## src/design/ams_params.svh

```systemverilog
`ifndef AMS_PARAMS_SVH
`define AMS_PARAMS_SVH

// ============================================================
// Register offsets
`define AMS_ADDR_RESULT_HIGH 8'h07
`define AMS_ADDR_RESULT_LOW 8'h08
`define AMS_ADDR_CONTROL 8'h09
`define AMS_ADDR_CHANNEL 8'h0A

// ============================================================
// Converter control field positions
`define AMS_CTRL_ENABLE_BIT 0
`define AMS_CTRL_ONE_SHOT_BIT 1
`define AMS_CTRL_SCAN_BIT 2
`define AMS_CTRL_BUF_DIS_BIT 3

// ============================================================
// Channel select and ready field positions
`define AMS_CHAN_CONV_LSB 0
`define AMS_CHAN_READ_LSB 3
`define AMS_CHAN_READY_BIT 6

// ============================================================
// Channel codes and sizes
`define AMS_CH_INPUT_CURRENT 3'h0
`define AMS_CH_INPUT_VOLTAGE 3'h1
`define AMS_CH_OUTPUT_VOLTAGE 3'h2
`define AMS_CH_OUTPUT_CURRENT 3'h3
`define AMS_CH_THERMISTOR 3'h4
`define AMS_CH_DIE_TEMP 3'h5
`define AMS_CH_EXT_INPUT 3'h6
`define AMS_NUM_CHANNELS 7
`define AMS_RESULT_WIDTH 12

// ============================================================
// Reset values
`define AMS_RESET_CONTROL 4'h0
`define AMS_RESET_CHANNEL 3'h0

`endif

```

## src/design/ams_pkg.sv

```systemverilog
// ============================================================
// Types shared by the monitoring sequencer
package ams_pkg;

  // Sequencer states, Gray coded along idle to wait and back.
  typedef enum logic [1:0] {
    AMS_IDLE = 2'h0,
    AMS_WAIT = 2'h1
  } ams_state_t;

endpackage : ams_pkg

```

## src/design/ams_sequencer.sv

```systemverilog
`timescale 1ns/10ps
`include "ams_params.svh"
module ams_sequencer
  import ams_pkg::*;
#(
  parameter int NUM_CH = `AMS_NUM_CHANNELS,
  parameter int RES_W = `AMS_RESULT_WIDTH
) (
  // Clock and reset
  input wire logic sys_clk,
  input wire logic rst,
  // Register access from the serial interface engine
  input wire logic reg_wr,
  input wire logic reg_rd,
  input wire logic [7:0] reg_addr,
  input wire logic [7:0] reg_wdata,
  output logic [7:0] reg_rdata,
  // Analog converter side
  output logic conv_start,
  output logic [2:0] conv_mux,
  output logic input_buffer_disable,
  input wire logic conv_done,
  input wire logic [RES_W-1:0] conv_data,
  // Interrupt to the host
  output logic interrupt_request_n
);

  // ============================================================
  // State
  typedef struct packed {
    ams_state_t state;
    logic enable;
    logic one_shot;
    logic scan;
    logic buf_dis;
    logic [2:0] convert_channel_field;
    logic [2:0] readout_channel_field;
    logic ready;
    logic irq_n;
    logic [2:0] scan_ch;
    logic [NUM_CH-1:0] seen;
    logic start;
    logic [2:0] mux;
    logic [7:0] rdata;
    logic [NUM_CH-1:0][RES_W-1:0] res;
  } ams_regs_t;

  ams_regs_t s;
  ams_regs_t next_s;
  logic [NUM_CH-1:0] capture;
  logic [RES_W-1:0] shown;
  logic wr_ctrl;
  logic wr_chan;
  logic rd_result;
  logic single_mode;
  logic poll_mode;

  // ============================================================
  // Per-channel capture strobes, one per result register.
  genvar gi;
  generate
    for (gi = 0; gi < NUM_CH; gi++) begin : g_cap
      assign capture[gi] = (s.state == AMS_WAIT) && conv_done &&
                           (s.mux == 3'(gi));
    end
  endgenerate

  // Seven-to-one selector; an unused code shows zero.
  assign shown = (s.readout_channel_field < 3'(NUM_CH)) ?
                 s.res[s.readout_channel_field] : '0;

  assign wr_ctrl = reg_wr && (reg_addr == `AMS_ADDR_CONTROL);
  assign wr_chan = reg_wr && (reg_addr == `AMS_ADDR_CHANNEL);
  assign rd_result = reg_rd && ((reg_addr == `AMS_ADDR_RESULT_HIGH) ||
                                (reg_addr == `AMS_ADDR_RESULT_LOW));
  assign single_mode = s.one_shot && !s.scan;
  assign poll_mode = s.scan && !s.one_shot;

  // ============================================================
  // Next-state logic. Hardware events are handled last so a set
  // in the same cycle as a host clear always wins.
  always_comb begin
    next_s = s;
    next_s.start = 1'b0;
    // Register writes.
    if (wr_ctrl) begin
      next_s.enable = reg_wdata[`AMS_CTRL_ENABLE_BIT];
      next_s.one_shot = reg_wdata[`AMS_CTRL_ONE_SHOT_BIT];
      next_s.scan = reg_wdata[`AMS_CTRL_SCAN_BIT];
      next_s.buf_dis = reg_wdata[`AMS_CTRL_BUF_DIS_BIT];
      // A fresh polling run restarts the coverage tally.
      if (reg_wdata[`AMS_CTRL_ENABLE_BIT] && !s.enable &&
          reg_wdata[`AMS_CTRL_SCAN_BIT] && !reg_wdata[`AMS_CTRL_ONE_SHOT_BIT]) begin
        next_s.seen = '0;
        next_s.ready = 1'b0;
        next_s.scan_ch = `AMS_CH_INPUT_CURRENT;
      end
    end
    if (wr_chan) begin
      next_s.convert_channel_field = reg_wdata[`AMS_CHAN_CONV_LSB +: 3];
      next_s.readout_channel_field = reg_wdata[`AMS_CHAN_READ_LSB +: 3];
    end
    // Register reads.
    if (reg_rd) begin
      case (reg_addr)
        `AMS_ADDR_RESULT_HIGH: next_s.rdata = shown[RES_W-1 -: 8];
        `AMS_ADDR_RESULT_LOW: next_s.rdata = {2'h0, shown[3:0], 2'h0};
        `AMS_ADDR_CONTROL: next_s.rdata = {4'h0, s.buf_dis, s.scan, s.one_shot, s.enable};
        `AMS_ADDR_CHANNEL: next_s.rdata = {1'h0, s.ready, s.readout_channel_field,
                                           s.convert_channel_field};
        default: next_s.rdata = 8'h00;
      endcase
    end
    // Reading a single-shot result releases ready and the interrupt.
    if (rd_result && single_mode) begin
      next_s.ready = 1'b0;
      next_s.irq_n = 1'b1;
    end
    // Sequencer.
    case (s.state)
      AMS_IDLE: begin
        if (s.enable && single_mode) begin
          next_s.mux = s.convert_channel_field;
          next_s.start = 1'b1;
          next_s.state = AMS_WAIT;
        end else if (s.enable && poll_mode) begin
          next_s.mux = s.scan_ch;
          next_s.start = 1'b1;
          next_s.state = AMS_WAIT;
        end
      end
      AMS_WAIT: begin
        if (conv_done) begin
          next_s.state = AMS_IDLE;
          if (single_mode) begin
            next_s.ready = 1'b1;
            next_s.irq_n = 1'b0;
            next_s.enable = 1'b0;
          end else begin
            // Polling leaves the interrupt alone.
            next_s.seen[s.mux] = 1'b1;
            // The tally is judged after any restart in this cycle, so a fresh run
            // that coincides with a completion cannot inherit the old coverage.
            if (next_s.seen == {NUM_CH{1'b1}}) begin
              next_s.ready = 1'b1;
            end
            next_s.scan_ch = (s.mux == 3'(NUM_CH - 1)) ? 3'h0 : s.mux + 3'h1;
          end
        end
      end
      default: next_s.state = AMS_IDLE;
    endcase
    // Each finished conversion overwrites its channel's result.
    for (int i = 0; i < NUM_CH; i++) begin
      if (capture[i]) begin
        next_s.res[i] = conv_data;
      end
    end
  end

  // ============================================================
  // State register; the interrupt line idles high.
  always_ff @(posedge sys_clk or posedge rst) begin
    if (rst) begin
      s <= '0;
      s.state <= AMS_IDLE;
      s.irq_n <= 1'b1;
      s.convert_channel_field <= `AMS_RESET_CHANNEL;
      s.readout_channel_field <= `AMS_RESET_CHANNEL;
    end else begin
      s <= next_s;
    end
  end

  // ============================================================
  // Outputs, all straight from the state register.
  assign reg_rdata = s.rdata;
  assign conv_start = s.start;
  assign conv_mux = s.mux;
  assign input_buffer_disable = s.buf_dis;
  assign interrupt_request_n = s.irq_n;
endmodule : ams_sequencer

```

## config.mk

```make
export PLATFORM = sky130hd
export DESIGN_NAME = ams_sequencer
export DESIGN_NICKNAME = d
export VERILOG_FILES = /design/src/design/ams_pkg.sv /design/src/design/ams_sequencer.sv
export VERILOG_INCLUDE_DIRS = /design/src /design/src/design
export SDC_FILE = /design/constraint.sdc
export NUM_CORES = 1
export LEC_CHECK = 0
export BUFFER_PORTS_ARGS = -buffer_cell sky130_fd_sc_hd__clkbuf_2
export CAP_MARGIN = 25
export CORE_MARGIN = 1
export CORE_UTILIZATION = 45
export DETAILED_ROUTE_END_ITERATION = 8
export PLACE_DENSITY = 0.72
export SYNTH_ARGS = -nofsm -noshare
export SYNTH_HDL_FRONTEND = slang
export SYNTH_SLANG_ARGS = --single-unit
```

## constraint.sdc

```tcl
create_clock -name sys_clk -period 4.29 [get_ports sys_clk]
set_input_delay 0.858 -clock sys_clk [delete_from_list [all_inputs] [get_ports sys_clk]]
set_output_delay 0.858 -clock sys_clk [all_outputs]
set_load 0.005 [all_outputs]
```

==> reports/qor_table.md <==
| Item | Value | Unit |
|---|---|---|
| Result of the run | finished clean | - |
| Hold Startpoint | s[102] | - |
| Cts-stage hold buffer count | 0 | - |
| Worst path cell trace | clkbuf_2 -> or4_4 -> nor2_1 -> o211a_1 -> o32ai_1 -> a22o_1 | - |
| Die area | 13100 | um2 |
| Net Count, Synth | 480 | - |
| Die W | 114 | um |
| Final setup viols | 0 | - |
| Layout overhead on the synthesized area | 15.9 | % |
| CP max stage delay | 0.63 | ns |
| Row count | 40 | - |
| Critical path buffers and inverters | 1 | - |
| Clock-pin slew reported for the worst setup and hold paths after clock tree synthesis | 0.05 | ns |
| Worst Setup End Kind | register | - |
| Yosys warning total | 0 | - |
| Type of origin of the critical path | input port | - |
| Final clock period utilization by the worst path | 57.6 | % |
| Library cells used by synthesis | 55 | - |
| Post-CTS Setup Repair Bufs | 0 | - |
| Final antenna-violating net count | 0 | - |
| Path length in cells of the critical path | 6 | - |
| Capturing point of the worst reg2reg path | reg_rdata[1] | - |
| Pleak | 3.09 | nW |
| Max-slew violation count | 0 | - |
| Post-synthesis cell count | 446 | - |
| Initial standard-cell utilization of the core | 46.7 | % |
| Root buffer selected by CTS | clkbuf_16 | - |
| Final worst setup slack | 1.82 | ns |
| Hold Vio Cnt, Final | 0 | - |
| Total power draw | 2.86 | mW |
| Clock buffer count from CTS | 17 | - |
| Final critical delay including setup and external delays | 2.47 | ns |
| Sequential cell area fraction in the yosys report | 52.5 | % |
| Met3 track demand over resource in global routing | 5.77 | % |
| Synthesized area | 5670 | um2 |
| Final WL | 12500 | um |
| Remaining global-route overflow | 0 | - |
| Number of vias per cell | 5.70 | - |
| Clock sink count | 119 | - |
| Top library cells by usage in the layout, fill and taps aside | 118 x dfrtp_1, 90 x mux2_2, 44 x clkbuf_2 | - |
| Timing startpoint of the critical path | reg_addr[7] | - |
| Share of flip-flops with an asynchronous set or reset | 100 | % |
| Pwr/cell area | 435 | nW/um2 |
| DRC violation count after routing | 0 | - |
| Vias post-DR | 3742 | - |
| Place WS | 1.48 | ns |
| Worst Skew | 0.0116 | ns |
| Met2 Resource Use GR | 34.9 | % |
| Fraction of layout instances using a drive strength above 1 | 38.9 | % |
| Via count of the first global-routing pass | 3900 | - |
| Average cell area after synthesis | 12.7 | um2 |
| Chip Height | 114 | um |
| CP Data Arrival Time | 2.77 | ns |
| Number of port buffers | 44 | - |
| First-pass GRT wire length | 20700 | um |
| Peak ir drop on the vdd network | 0.280 | mV |
| Worst hold-check path type | reg2reg | - |
| Clock buffer depth | 2 | - |
| Number of antenna diodes | 0 | - |
| Total instance count after detailed placement | 626 | - |
| NumNets Final | 511 | - |
| Top_reg_cell synth | dfrtp_1 | - |
| Pin count of the biggest net entering global routing | 74 | - |
| Max-cap violations | 0 | - |
| Setup TNS after final layout | 0 | ns |
| H-tree Lvls | 4 | - |
| Flops & latches, synth | 119 | - |
| Clock insertion delay at the later pin of the skew report | 0.42 | ns |
| Boundary Pins | 47 | - |
| Routing usage on met1 | 27.4 | % |
| Post-synth EDFFs | 0 | - |
| Beginning of the worst register-to-register path | s[109] | - |
| Resized Gates After CTS | 0 | - |
| Worst Hold Endpoint | s[102] | - |
| Fmax | 405 | MHz |
| Routed len/inst | 19.0 | um |
| Family of cells with the greatest summed delay on the critical path | simple AND/OR/NAND/NOR gates | - |
| Routability congestion estimate | 0.832 | - |
| Finished Layout Cells | 656 | - |
| Total GRT Usage | 21.4 | % |
| Router iterations before antenna repair | 5 | - |
| Clock tree from TritonCTS | done | - |
| GRT busiest layer | met2 | - |
| Cell depth of the worst hold path | 2 | - |
| Worst setup path category | in2reg | - |
| Master of the slowest instance on the critical path | nor2_1 | - |
| Core Area | 12200 | um2 |
| Most common cell after layout, fill and taps aside | dfrtp_1 | - |
| Number of antenna violations at the first check in global routing | 0 | - |
| DRC marker count from the first detailed-route iteration | 378 | - |
| Transition time at the pin with the least slew margin | 0.919 | ns |
| Relative slew slack | 38.5 | % |
| Critical Path Fanout Max | 6 | - |
| Worst r2r path cells | 6 | - |
| Endpoint required time on the critical path | 4.59 | ns |
| Setup repair after global routing missed its margin | no | - |
| Setup slack of the worst register-to-register path | 1.85 | ns |
| Detailed Place HPWL | 7860 | um |
[cell usage after synthesis (8+ instances only)]
master    count  area share, %
buf_2         9           0.79
o211ai_1     10            1.3
mux4_2       10            4.0
nor2b_1       8           0.88
dfrtp_1     118             52
mux2i_1      17            3.0
mux2_2       90             18
a21oi_1      17            1.5
nand2_1      19            1.3
clkbuf_1     16            1.1
nor2_1       24            1.6
buf_4        12            1.6
[report_power, final]
part | switching, mW | internal (mW)
Clock | 0.475 | 1.03
Combinational | 0.0969 | 0.0761
Sequential | 0.0289 | 1.15
[cell families after synthesis]
family,after synthesis,synth area share [%]
xor+xnor,1,0.154
mux,121,25.6
buf+inv,46,4.17
compound gates,76,9.24
flops,119,52.5
simple gates,82,8.09
fa+ha+maj,1,0.220
[layout make-up]
type / instances / area, um2
well taps: 168 / 210
multi-input cells: 281 / 2460
clock buffers: 20 / 447
clock inverters: 10 / 178
flip-flops and latches: 119 / 2980
inverters: 7 / 28.8
fillers: 1020 / 5590
repair buffers: 51 / 273
[per-stage QoR]
| step | hold slack [ns] | util, % | instance area, um2 |
|---|---|---|---|
| after floorplan | 0.455 | - | 5670 |
| after global placement | 0.473 | 48.9 | 5950 |
| after detailed placement | 0.481 | 48.9 | 5950 |
| after CTS | 0.493 | 54.1 | 6570 |
| after global routing | 0.508 | 54.1 | 6570 |
| final | 0.491 | 54.1 | 6570 |
[layer usage]
layer | share of wire [%] | wire length, um
met5 | 0 | 0
met4 | 1.7 | 215
met3 | 6.8 | 851
met2 | 47 | 5920
met1 | 44 | 5480
[registers in the layout, indices dropped and copies added (netlist names)]
signal / count
conv_start: 1
reg_rdata: 8
interrupt_request_n: 1
conv_mux: 3
input_buffer_disable: 1
s: 105
[how the worst max path moves through the flow]
stage | endpoint | slack, ns
after floorplan | conv_mux[0] | 0.28
after global placement | s[107] | 1.50
after detailed placement | s[107] | 1.48
after CTS | s[107] | 1.88
after global routing | reg_rdata[1] | 1.74
final | s[107] | 1.82
[worst reg2reg max path, stage by stage (launching register included)]
cell,delay [ns]
dfrtp_1,0.51
buf_4,0.34
nor2b_1,0.65
a2bb2oi_1,0.17
a211oi_1,0.45
a21oi_1,0.09
a21oi_1,0.16
Power figures use the tool's default switching activity.
